===== src/include/segment_decoder_regs.vh =====
// Constants for the virtual segment decoder: windows, segment codes and attribute encodings.
`ifndef SEGMENT_DECODER_REGS_VH
`define SEGMENT_DECODER_REGS_VH
`define CACHED_WIN_BASE    32'h8000_0000
`define UNCACHED_WIN_BASE  32'ha000_0000
`define KWIN_CACHED        3'h4
`define KWIN_UNCACHED      3'h5
`define KWIN_MAPPED_LOW    3'h6
`define KWIN_MAPPED_HIGH   3'h7
`define OVERLAY_LO         32'hff20_0000
`define OVERLAY_HI         32'hff3f_ffff
`define SEG_USER           3'h0
`define SEG_KERNEL_USER    3'h1
`define SEG_CACHED_KWIN    3'h2
`define SEG_UNCACHED_KWIN  3'h3
`define SEG_MAPPED_LOW     3'h4
`define SEG_MAPPED_HIGH    3'h5
`define SEG_DEBUG_OVERLAY  3'h6
`define SEG_NONE           3'h7
`define MODE_KERNEL        2'h0
`define MODE_USER          2'h1
`define MODE_DEBUG         2'h2
`define CACHE_ATTR_UNCACHED 3'h2
`define ADDR_TAG_WIDTH     8
`endif


===== src/rtl/virtual_segment_decoder.v =====
// Virtual segment decoder: privilege mode, segment classification and fixed translation.
//
// Contract
// - User mode only when user bit set, both level bits clear, not debug.
// - Kernel mode when not debug and user bit clear or a level bit set.
// - Reset brings the processor up in kernel mode.
// - A non-debug exception sets exception or error level, entering kernel mode.
// - Exception return jumps to saved PC, clears error level if set, else exception level.
// - User mode addresses with bit 31 set raise an address error.
// - Translation-buffer variant tags user addresses with 8-bit space tag.
// - Fixed-map variant takes user cacheability from the user attribute field.
// - Kernel segment chosen from address bits 31..29 in ascending window order.
// - Cached kernel window is unmapped, physical is virtual minus its base.
// - Unmapped segments are uncached except cached window, which follows its field.
// - Uncached kernel window subtracts its base and disables caching.
// - With error level set, kernel user segment is identity, unmapped, uncached.
// - Mapped segments go to the translation buffer or fixed-map translator.
// - Fixed map uses the high kernel and user attributes, no write protection.
// - Kernel mode reaches all space and registers; user register access blockable.
// - Debug exception enters debug mode with kernel access plus the overlay.
// - Overlay decoding can be switched off, exposing the whole top window.
// - Debug overlay covers 0xff20_0000 through 0xff3f_ffff in debug mode.
`timescale 1ns/1ps
`include "segment_decoder_regs.vh"
module virtual_segment_decoder #(
  parameter FIXED_MAP = 0
) (
  input  wire        CLOCK_IN,
  input  wire        RESET_N_IN,
  input  wire        EXCEPTION_IN,
  input  wire        ERROR_EXCEPTION_IN,
  input  wire        DEBUG_EXCEPTION_IN,
  input  wire        DEBUG_RETURN_IN,
  input  wire        EXCEPTION_RETURN_OP_IN,
  input  wire [31:0] SAVED_PC_IN,
  input  wire        STATUS_WRITE_IN,
  input  wire        USER_MODE_BIT_IN,
  input  wire        EXCEPTION_LEVEL_BIT_IN,
  input  wire        ERROR_LEVEL_BIT_IN,
  input  wire        USER_CTRL_ENABLE_IN,
  input  wire        OVERLAY_ENABLE_IN,
  input  wire [2:0]  LOW_KERNEL_CACHE_ATTR_IN,
  input  wire [2:0]  HIGH_KERNEL_CACHE_ATTR_IN,
  input  wire [2:0]  USER_SEGMENT_CACHE_ATTR_IN,
  input  wire [7:0]  ADDRESS_SPACE_TAG_IN,
  input  wire        CTRL_ACCESS_IN,
  input  wire        ACCESS_VALID_IN,
  input  wire [31:0] VIRTUAL_ADDR_IN,
  output reg         ACCESS_VALID_OUT,
  output reg  [2:0]  SEGMENT_OUT,
  output reg         MAPPED_OUT,
  output reg  [31:0] PHYSICAL_ADDR_OUT,
  output reg  [7:0]  ADDRESS_SPACE_TAG_OUT,
  output reg         TAG_VALID_OUT,
  output reg  [2:0]  CACHE_ATTR_OUT,
  output reg         CACHE_FROM_PAGE_OUT,
  output reg         ADDRESS_ERROR_OUT,
  output reg         CTRL_ACCESS_ERROR_OUT,
  output reg  [1:0]  MODE_OUT,
  output reg         JUMP_OUT,
  output reg  [31:0] JUMP_TARGET_OUT
);
  wire       user_mode_bit;
  wire       exception_level_bit;
  wire       error_level_bit;
  wire       debug_mode_flag;
  wire [1:0] mode;

  privilege_state state_inst (
    .clk_in                    (CLOCK_IN),
    .reset_n_in                (RESET_N_IN),
    .exception_in              (EXCEPTION_IN),
    .error_exception_in        (ERROR_EXCEPTION_IN),
    .debug_exception_in        (DEBUG_EXCEPTION_IN),
    .debug_return_in           (DEBUG_RETURN_IN),
    .exception_return_op_in    (EXCEPTION_RETURN_OP_IN),
    .status_write_in           (STATUS_WRITE_IN),
    .user_mode_bit_wr_in       (USER_MODE_BIT_IN),
    .exception_level_bit_wr_in (EXCEPTION_LEVEL_BIT_IN),
    .error_level_bit_wr_in     (ERROR_LEVEL_BIT_IN),
    .user_mode_bit_out         (user_mode_bit),
    .exception_level_bit_out   (exception_level_bit),
    .error_level_bit_out       (error_level_bit),
    .debug_mode_flag_out       (debug_mode_flag),
    .mode_out                  (mode)
  );

  reg [2:0]  next_segment;
  reg        next_mapped;
  reg [31:0] next_physical;
  reg        next_tag_valid;
  reg [2:0]  next_cache_attr;
  reg        next_from_page;
  reg        next_addr_error;

  wire in_overlay = (VIRTUAL_ADDR_IN >= `OVERLAY_LO) &&
                    (VIRTUAL_ADDR_IN <= `OVERLAY_HI);

  // Mapped segments hand the virtual address on untouched; the translator replaces it.
  always @* begin
    next_segment    = `SEG_NONE;
    next_mapped     = 1'b0;
    next_physical   = VIRTUAL_ADDR_IN;
    next_tag_valid  = 1'b0;
    next_cache_attr = `CACHE_ATTR_UNCACHED;
    next_from_page  = 1'b0;
    next_addr_error = 1'b0;
    if (mode == `MODE_USER) begin
      if (VIRTUAL_ADDR_IN[31]) begin
        next_addr_error = 1'b1;
      end else begin
        next_segment = `SEG_USER;
        next_mapped  = 1'b1;
        if (FIXED_MAP != 0) begin
          next_cache_attr = USER_SEGMENT_CACHE_ATTR_IN;
        end else begin
          next_tag_valid = 1'b1;
          next_from_page = 1'b1;
        end
      end
    end else if (!VIRTUAL_ADDR_IN[31]) begin
      next_segment = `SEG_KERNEL_USER;
      if (!error_level_bit) begin
        next_mapped = 1'b1;
        if (FIXED_MAP != 0) begin
          next_cache_attr = USER_SEGMENT_CACHE_ATTR_IN;
        end else begin
          next_tag_valid = 1'b1;
          next_from_page = 1'b1;
        end
      end
      // Otherwise identity, unmapped, uncached and untagged.
    end else begin
      case (VIRTUAL_ADDR_IN[31:29])
        `KWIN_CACHED: begin
          next_segment    = `SEG_CACHED_KWIN;
          next_physical   = VIRTUAL_ADDR_IN - `CACHED_WIN_BASE;
          next_cache_attr = LOW_KERNEL_CACHE_ATTR_IN;
        end
        `KWIN_UNCACHED: begin
          next_segment  = `SEG_UNCACHED_KWIN;
          next_physical = VIRTUAL_ADDR_IN - `UNCACHED_WIN_BASE;
        end
        `KWIN_MAPPED_LOW: begin
          next_segment = `SEG_MAPPED_LOW;
          next_mapped  = 1'b1;
        end
        default: begin
          // Overlay wins only in debug mode and only while enabled.
          if (mode == `MODE_DEBUG && OVERLAY_ENABLE_IN && in_overlay) begin
            next_segment = `SEG_DEBUG_OVERLAY;
          end else begin
            next_segment = `SEG_MAPPED_HIGH;
            next_mapped  = 1'b1;
          end
        end
      endcase
      if (next_mapped) begin
        if (FIXED_MAP != 0) begin
          next_cache_attr = HIGH_KERNEL_CACHE_ATTR_IN;
        end else begin
          next_from_page = 1'b1;
        end
      end
    end
  end

  // Everything is registered, so a decode answers one cycle after the address.
  always @(posedge CLOCK_IN or negedge RESET_N_IN) begin
    if (!RESET_N_IN) begin
      ACCESS_VALID_OUT      <= 1'b0;
      SEGMENT_OUT           <= `SEG_NONE;
      MAPPED_OUT            <= 1'b0;
      PHYSICAL_ADDR_OUT     <= 32'h0000_0000;
      ADDRESS_SPACE_TAG_OUT <= 8'h00;
      TAG_VALID_OUT         <= 1'b0;
      CACHE_ATTR_OUT        <= `CACHE_ATTR_UNCACHED;
      CACHE_FROM_PAGE_OUT   <= 1'b0;
      ADDRESS_ERROR_OUT     <= 1'b0;
      CTRL_ACCESS_ERROR_OUT <= 1'b0;
      MODE_OUT              <= `MODE_KERNEL;
      JUMP_OUT              <= 1'b0;
      JUMP_TARGET_OUT       <= 32'h0000_0000;
    end else begin
      ACCESS_VALID_OUT      <= ACCESS_VALID_IN;
      SEGMENT_OUT           <= next_segment;
      MAPPED_OUT            <= next_mapped;
      PHYSICAL_ADDR_OUT     <= next_physical;
      ADDRESS_SPACE_TAG_OUT <= next_tag_valid ? ADDRESS_SPACE_TAG_IN : 8'h00;
      TAG_VALID_OUT         <= next_tag_valid;
      CACHE_ATTR_OUT        <= next_cache_attr;
      CACHE_FROM_PAGE_OUT   <= next_from_page;
      ADDRESS_ERROR_OUT     <= ACCESS_VALID_IN && next_addr_error;
      CTRL_ACCESS_ERROR_OUT <= CTRL_ACCESS_IN && (mode == `MODE_USER) &&
                               !USER_CTRL_ENABLE_IN;
      MODE_OUT              <= mode;
      JUMP_OUT              <= EXCEPTION_RETURN_OP_IN;
      JUMP_TARGET_OUT       <= EXCEPTION_RETURN_OP_IN ? SAVED_PC_IN : JUMP_TARGET_OUT;
    end
  end
endmodule // virtual_segment_decoder


===== src/rtl/privilege_state.v =====
// Privilege state holder: status level bits, debug flag and derived operating mode.
`timescale 1ns/1ps
`include "segment_decoder_regs.vh"
module privilege_state (
  input  wire       clk_in,
  input  wire       reset_n_in,
  input  wire       exception_in,
  input  wire       error_exception_in,
  input  wire       debug_exception_in,
  input  wire       debug_return_in,
  input  wire       exception_return_op_in,
  input  wire       status_write_in,
  input  wire       user_mode_bit_wr_in,
  input  wire       exception_level_bit_wr_in,
  input  wire       error_level_bit_wr_in,
  output reg        user_mode_bit_out,
  output reg        exception_level_bit_out,
  output reg        error_level_bit_out,
  output reg        debug_mode_flag_out,
  output wire [1:0] mode_out
);
  // Reset lands with error level set, so the core starts in kernel mode.
  always @(posedge clk_in or negedge reset_n_in) begin
    if (!reset_n_in) begin
      user_mode_bit_out       <= 1'b0;
      exception_level_bit_out <= 1'b0;
      error_level_bit_out     <= 1'b1;
      debug_mode_flag_out     <= 1'b0;
    end else begin
      if (status_write_in) begin
        user_mode_bit_out       <= user_mode_bit_wr_in;
        exception_level_bit_out <= exception_level_bit_wr_in;
        error_level_bit_out     <= error_level_bit_wr_in;
      end
      // Exceptions take priority over a status write in the same cycle.
      if (error_exception_in) begin
        error_level_bit_out <= 1'b1;
      end else if (exception_in) begin
        exception_level_bit_out <= 1'b1;
      end else if (exception_return_op_in) begin
        error_level_bit_out <= 1'b0;
        if (!error_level_bit_out) begin
          exception_level_bit_out <= 1'b0;
        end
      end
      if (debug_exception_in) begin
        debug_mode_flag_out <= 1'b1;
      end else if (debug_return_in) begin
        debug_mode_flag_out <= 1'b0;
      end
    end
  end

  assign mode_out = debug_mode_flag_out ? `MODE_DEBUG :
                    (user_mode_bit_out && !exception_level_bit_out &&
                     !error_level_bit_out) ? `MODE_USER : `MODE_KERNEL;
endmodule // privilege_state


===== config.mk =====
export PLATFORM = sky130hd
export DESIGN_NAME = virtual_segment_decoder
export DESIGN_NICKNAME = d
export VERILOG_FILES = /design/src/rtl/virtual_segment_decoder.v /design/src/rtl/privilege_state.v
export VERILOG_INCLUDE_DIRS = /design/src /design/src/include
export SDC_FILE = /design/constraint.sdc
export NUM_CORES = 1
export LEC_CHECK = 0
export ABC_AREA = 0
export BUFFER_PORTS_ARGS = -buffer_cell sky130_fd_sc_hd__buf_2
export CORE_MARGIN = 2
export CORE_UTILIZATION = 32
export DETAILED_ROUTE_END_ITERATION = 10
export SETUP_SLACK_MARGIN = 0.4
export SYNTH_ARGS = -nofsm -noshare
export SYNTH_HDL_FRONTEND = slang
export SYNTH_SLANG_ARGS = --single-unit

===== constraint.sdc =====
create_clock -name CLOCK_IN -period 2.2 [get_ports CLOCK_IN]
set_input_delay 0.33 -clock CLOCK_IN [delete_from_list [all_inputs] [get_ports CLOCK_IN]]
set_output_delay 0.33 -clock CLOCK_IN [all_outputs]
set_load 0.01 [all_outputs]

## Yosys cells after proc, flatten, opt, wreduce, memory -nomap -nowiden

Cells that the tools add are included.

- Reductions and logical operators: 13
- Add/subtract/negate cells: 2
- Order comparisons: 2
- Equal/unequal tests: 5
- Mux-type cells: 40

Operators by type and width:

| cell | number |
|---|---|
| 32-bit 2-to-1 mux | 2 |
| 32-bit case mux with 2 select lines | 1 |
| 32-bit subtractor, second input constant | 2 |
| 32-bit greater-or-equal comparator, second input constant | 1 |
| 32-bit <= comparator, second input constant | 1 |
| 1-bit 2-to-1 mux | 26 |
| 3-bit 2-to-1 mux | 6 |
| 3-bit equality test, second input constant | 3 |
| 3-bit case mux with 3 select lines | 1 |
| 1-bit logical AND | 8 |
| 8-bit 2-to-1 mux | 1 |
| 2-bit 2-to-1 mux | 2 |
| 1-bit logical NOT | 3 |
| 2-bit by 1-bit equality test with 1-bit output, second input constant | 1 |
| 2-bit equality test, second input constant | 1 |
| 1-bit case mux with 2 select lines | 1 |
| 2-bit nonzero test | 1 |
| 2-bit OR reduction | 1 |

- Input port bits: 96
- Output and inout bits: 87
- Flip-flop bits (word level): 91

## Longest topological paths before layout

- Depth after elaboration: 15
- Gate-level depth with buffers: 5
- Depth with buffers taken out: 5

## By module

From an unflattened synthesis, not the netlist that was laid out.

- Cells, all modules: 190
- Area, all modules: 3126.7 µm²

By module, submodules not included:

| module | cells each | area each (µm²) | times used |
|---|---|---|---|
| virtual_segment_decoder | 174 | 2935.3 | 1 |
| privilege_state | 16 | 191.4 | 1 |

## Worst setup path after synthesis

Ideal clock, no wire load.

- Kind: input port to flip-flop
- From: input port VIRTUAL_ADDR_IN[29]
- To: register SEGMENT_OUT[1]
- Slack: 0.624 ns
- Data arrival time: 1.515 ns
- Cell stages on the path: 5
- Data required time: 2.140 ns
- Library setup time: 0.060 ns
- Cells stage by stage: inv_1 ha_1 or4b_2 nor4_1 o21a_1

- Cells in the longest elaborated chain, start to end: 7

RTL lines:

| element | line | text |
|---|---|---|
| start, declared | virtual_segment_decoder.v:48 | `input wire [31:0] VIRTUAL_ADDR_IN,` |
| 32-bit greater-or-equal comparator (no line) / 32-bit <= comparator (equally long branches) | - |  |
| 1-bit logical AND | virtual_segment_decoder.v:96 | `` wire in_overlay = (VIRTUAL_ADDR_IN >= `OVERLAY_LO) && `` |
| 1-bit logical AND | virtual_segment_decoder.v:150 | `` if (mode == `MODE_DEBUG && OVERLAY_ENABLE_IN && in_overlay) begin `` |
| 2-bit 2-to-1 mux | virtual_segment_decoder.v:150 |  |
| 3-bit case mux with 3 select lines * | virtual_segment_decoder.v:134 | `case (VIRTUAL_ADDR_IN[31:29])` |
| 3-bit 2-to-1 mux * | virtual_segment_decoder.v:121 | `end else if (!VIRTUAL_ADDR_IN[31]) begin` |
| 3-bit 2-to-1 mux * | virtual_segment_decoder.v:108 | `` if (mode == `MODE_USER) begin `` |
| net next_segment[1] | virtual_segment_decoder.v:88 | `reg [2:0] next_segment;` |
| end signal, assigned | virtual_segment_decoder.v:172 | `` SEGMENT_OUT <= `SEG_NONE; `` |
| end signal, assigned | virtual_segment_decoder.v:186 | `SEGMENT_OUT <= next_segment;` |
| end, declared | virtual_segment_decoder.v:50 | `output reg [2:0] SEGMENT_OUT,` |

The timed path passes the listed nets; every way through them passes the cells marked *.
A chain may end at the register's enable or synchronous reset.

## Final worst setup path

- From: register state_inst.debug_mode_flag_out
- To: register CACHE_ATTR_OUT[0]

- Cells in the longest elaborated chain, start to end: 3

RTL lines:

| element | line | text |
|---|---|---|
| start, declared | privilege_state.v:19 | `output reg debug_mode_flag_out,` |
| start signal, assigned | privilege_state.v:28 | `debug_mode_flag_out <= 1'b0;` |
| start signal, assigned | privilege_state.v:47 | `debug_mode_flag_out <= 1'b1;` |
| start signal, assigned | privilege_state.v:49 | `debug_mode_flag_out <= 1'b0;` |
| 2-bit 2-to-1 mux (no line) | - |  |
| 2-bit by 1-bit equality test with 1-bit output (no line) | - |  |
| 3-bit 2-to-1 mux | virtual_segment_decoder.v:108 |  |
| net next_cache_attr[0] | virtual_segment_decoder.v:92 | `reg [2:0] next_cache_attr;` |
| end signal, assigned | virtual_segment_decoder.v:177 | `` CACHE_ATTR_OUT <= `CACHE_ATTR_UNCACHED; `` |
| end signal, assigned | virtual_segment_decoder.v:191 | `CACHE_ATTR_OUT <= next_cache_attr;` |
| end, declared | virtual_segment_decoder.v:55 | `output reg [2:0] CACHE_ATTR_OUT,` |

The timed path passes the listed nets, and every way through them passes these cells.

==> run_summary.xml <==
<?xml version="1.0" encoding="UTF-8"?>
<metrics>
  <group name="outcome">
    <metric name="status" unit="">finished clean</metric>
  </group>
  <group name="drt">
    <metric name="num_vias" unit="">2171</metric>
    <metric name="drcViolationCount" unit="">0</metric>
    <metric name="ant_nets" unit="">0</metric>
    <metric name="drt-vias-per-instance" unit="">4.28</metric>
    <metric name="drt_iter0_drc" unit="">37</metric>
    <metric name="dr.pass1.iters" unit="">4</metric>
    <metric name="wirelength" unit="mm">6.86</metric>
    <metric name="routed_wire_length_per_instance" unit="um">13.5</metric>
  </group>
  <group name="finish">
    <metric name="most_frequent_cells_in_the_layout" unit="">buf_2, dfrtp_1, mux2_2</metric>
    <metric name="filler_cell_count" unit="">890</metric>
    <metric name="area_growth_syn_to_layout" unit="%">40.0</metric>
    <metric name="drive_gt1_share" unit="%">62.2</metric>
    <metric name="finalCoreUtilization" unit="%">46.3</metric>
    <metric name="finish.net_count" unit="">473</metric>
    <metric name="commonest_non_fill_non_tap_cell_in_the_layout" unit="">buf_2</metric>
    <metric name="antenna-diode-count" unit="">0</metric>
  </group>
  <group name="cts">
    <metric name="cts.root.buffer_cell" unit="">clkbuf_8</metric>
    <metric name="cts_inserted_buffers" unit="">9</metric>
    <metric name="cts_tree" unit="">done</metric>
    <metric name="number_of_hold_buffers_added_after_cts" unit="">1</metric>
    <metric name="cts_h_tree_lvls" unit="">3</metric>
    <metric name="clkSlewWorstSetupHoldPaths" unit="ns">0.08</metric>
    <metric name="cts_buffer_depth" unit="">2</metric>
    <metric name="post-cts-setup-buffers" unit="">0</metric>
    <metric name="post_cts.resized_instances" unit="">0</metric>
    <metric name="clk_latency" unit="ns">0.34</metric>
    <metric name="clock_sink_count" unit="">90</metric>
  </group>
  <group name="placed_design">
    <metric name="detailed_place_hpwl" unit="mm">5.14</metric>
    <metric name="gp_routability_congestion" unit="">0.766</metric>
    <metric name="port_buffers" unit="">176</metric>
  </group>
  <group name="critical_path">
    <metric name="cp-start-kind" unit="">flop</metric>
    <metric name="criticalPathCategory" unit="">flop to flop</metric>
    <metric name="worst_ep_required_time" unit="ns">2.43</metric>
    <metric name="worst_setup_path_end_kind" unit="">flop</metric>
    <metric name="timing.critical_path.arrival" unit="ns">1.90</metric>
    <metric name="timing.critical_path.fanout_max" unit="">10</metric>
  </group>
  <group name="timing">
    <metric name="skew" unit="ns">0.00747</metric>
    <metric name="slew_violations" unit="">0</metric>
    <metric name="finalHoldWorstSlack" unit="ns">0.0857</metric>
    <metric name="worst_slew_margin_rel" unit="%">62.5</metric>
    <metric name="clock.fmax" unit="MHz">599</metric>
    <metric name="final.setup.tns" unit="ns">0</metric>
    <metric name="hold_violations" unit="">0</metric>
    <metric name="worst_pin_slew" unit="ns">0.561</metric>
    <metric name="finalCritPeriodShare" unit="%">75.8</metric>
    <metric name="unrepaired_setup_endpoints_after_global_routing" unit="">no</metric>
    <metric name="minimum_period_implied_by_the_final_worst_setup_slack" unit="ns">1.67</metric>
    <metric name="setup_violations" unit="">0</metric>
  </group>
  <group name="min_path">
    <metric name="hold_path_class" unit="">input port to flop</metric>
  </group>
  <group name="synthesis">
    <metric name="yosys_register_bits" unit="">90</metric>
    <metric name="avgSynthCellArea" unit="um2">16.2</metric>
    <metric name="synth_ff_type" unit="">dfrtp_1</metric>
    <metric name="syn_inst" unit="">189</metric>
    <metric name="synth_enable_flop_cells" unit="">0</metric>
    <metric name="yosysWarnings" unit="">0</metric>
    <metric name="seq_area_frac_synth" unit="%">73.6</metric>
    <metric name="yosysUniqueCellTypes" unit="">33</metric>
    <metric name="synth.cell_area" unit="mm2">0.00307</metric>
    <metric name="number_of_nets_produced_by_synthesis" unit="">289</metric>
    <metric name="asyncSetResetFlopFracSynth" unit="%">100</metric>
  </group>
  <group name="grt">
    <metric name="met3_usage" unit="%">4.38</metric>
    <metric name="grt_start_max_net_pins" unit="">45</metric>
    <metric name="track_usage" unit="%">13.2</metric>
    <metric name="grt_antenna_before_repair" unit="">0</metric>
    <metric name="grt_use_met2" unit="%">21.7</metric>
    <metric name="grt_pass1_vias" unit="">2199</metric>
    <metric name="first_pass_grt_wire_length" unit="mm">10.5</metric>
    <metric name="grt-busiest-layer" unit="">met2</metric>
    <metric name="grt_util_met1" unit="%">15.5</metric>
    <metric name="globalRoute.totalOverflow" unit="">0</metric>
  </group>
  <group name="die">
    <metric name="dieArea" unit="mm2">0.0104</metric>
    <metric name="io_pins" unit="">183</metric>
    <metric name="die_x" unit="um">102</metric>
    <metric name="fp.dieH" unit="um">102</metric>
    <metric name="effective_utilization_at_floorplan" unit="%">33.0</metric>
    <metric name="placeableCoreArea" unit="mm2">0.00928</metric>
    <metric name="rows" unit="">35</metric>
  </group>
  <group name="power">
    <metric name="power_per_cell_area" unit="mW/mm2">765</metric>
    <metric name="power.static_leakage" unit="nW">2.23</metric>
    <metric name="vdd_ir_drop_max" unit="mV">0.306</metric>
  </group>
  <group name="run">
    <metric name="max_cap_viol_count" unit="">0</metric>
  </group>
</metrics>
==> power by group <==
group / switching (W) / internal, W / leakage, nW
combinational: 0.000214 / 0.000214 / 1.06
sequential: 0.0000418 / 0.00177 / 1.07
clock: 0.000525 / 0.000521 / 0.0941
==> cells by family (layout without fill, tap and decap cells) <==
kind of cell / after synthesis / after routing / share of synthesized area, %
AND/OR/NAND/NOR: 35 / 35 / 6.97
adder cells (fa/ha/maj): 4 / 4 / 1.63
multiplexers: 37 / 37 / 13.4
buffers and inverters: 13 / 202 / 2.08
flip-flops: 90 / 90 / 73.6
AO/OA/AOI/OAI: 10 / 10 / 2.28
==> stage by stage <==
| step | power [W] | std cells | area (um2) | setup WS [ns] |
|---|---|---|---|---|
| 3_5_place_dp | 0.00228 | 490 | 4110 | 0.394 |
| 2_1_floorplan | 0.00203 | 189 | 3070 | 0.624 |
| 6_report | 0.00329 | 507 | 4300 | 0.531 |
| 5_1_grt | 0.00348 | 507 | 4300 | 0.449 |
| 4_1_cts | 0.00336 | 507 | 4300 | 0.525 |
| 3_3_place_gp | 0.00227 | 490 | 4110 | 0.424 |
==> cell usage after synthesis, types with 2 or more instances <==
cell type	number	area share [%]
nor2_1	5	0.61
mux2i_1	4	1.3
nand4_1	3	0.61
nor4_1	2	0.41
dfstp_2	5	4.3
nand3_1	2	0.33
and2_1	8	1.6
nor3b_1	3	0.73
ha_1	4	1.6
mux2_2	33	12
nand2_1	3	0.37
inv_1	6	0.73
and3_1	3	0.61
clkbuf_1	2	0.24
o22ai_1	2	0.41
dfrtp_1	85	69
buf_2	3	0.49
==> worst paths after layout <==
kind	startpoint	endpoint	slack (ns)	depth (start not counted)
setup reg to reg	state_inst.debug_mode_flag_out$_DFFE_PN0P_	CACHE_ATTR_OUT[0]$_DFF_PN0_	0.53	3
setup / recovery	state_inst.debug_mode_flag_out$_DFFE_PN0P_	CACHE_ATTR_OUT[0]$_DFF_PN0_	0.53	3
max in group asynchronous	RESET_N_IN	CACHE_ATTR_OUT[1]$_DFF_PN1_	1.08	3
min in group asynchronous	RESET_N_IN	PHYSICAL_ADDR_OUT[8]$_DFF_PN0_	0.48	2
hold / removal	VIRTUAL_ADDR_IN[2]	PHYSICAL_ADDR_OUT[2]$_DFF_PN0_	0.09	1
hold reg to reg	state_inst.debug_mode_flag_out$_DFFE_PN0P_	MODE_OUT[1]$_DFF_PN0_	0.45	0
==> routing by layer <==
metal / vias to the layer above / wire, um
met5: - / 0
met3: 14 / 561
li1: 1013 / -
met1: 1045 / 2720
met2: 99 / 3420
met4: 0 / 163
==> final cells by class <==
| type | instances | area (um2) | share of cell area, % |
|---|---|---|---|
| inverter | 6 | 22.5 | 0.524 |
| sequential | 90 | 2260 | 52.6 |
| clock inverter | 4 | 45.0 | 1.05 |
| clock buffer | 12 | 135 | 3.15 |
| multi-input combinational | 86 | 746 | 17.4 |
| tap | 129 | 161 | 3.76 |
| timing repair buffer | 180 | 928 | 21.6 |
==> flip-flops by register name (all words and copies together) (netlist names) <==
register,count
JUMP_TARGET_OUT,32
PHYSICAL_ADDR_OUT,32
ADDRESS_SPACE_TAG_OUT,8
CACHE_ATTR_OUT,3
SEGMENT_OUT,3
MODE_OUT,2
ACCESS_VALID_OUT,1
ADDRESS_ERROR_OUT,1
CACHE_FROM_PAGE_OUT,1
CTRL_ACCESS_ERROR_OUT,1
JUMP_OUT,1
TAG_VALID_OUT,1
state_inst.debug_mode_flag_out,1
state_inst.error_level_bit_out,1
state_inst.exception_level_bit_out,1
state_inst.user_mode_bit_out,1
==> critical path: stages, from the launching register on <==
cell     delay [ns]
dfrtp_1        0.42
or4b_1         0.72
and2_4         0.25
and3_1         0.18
No activity file was read; power rests on OpenSTA's default activity.
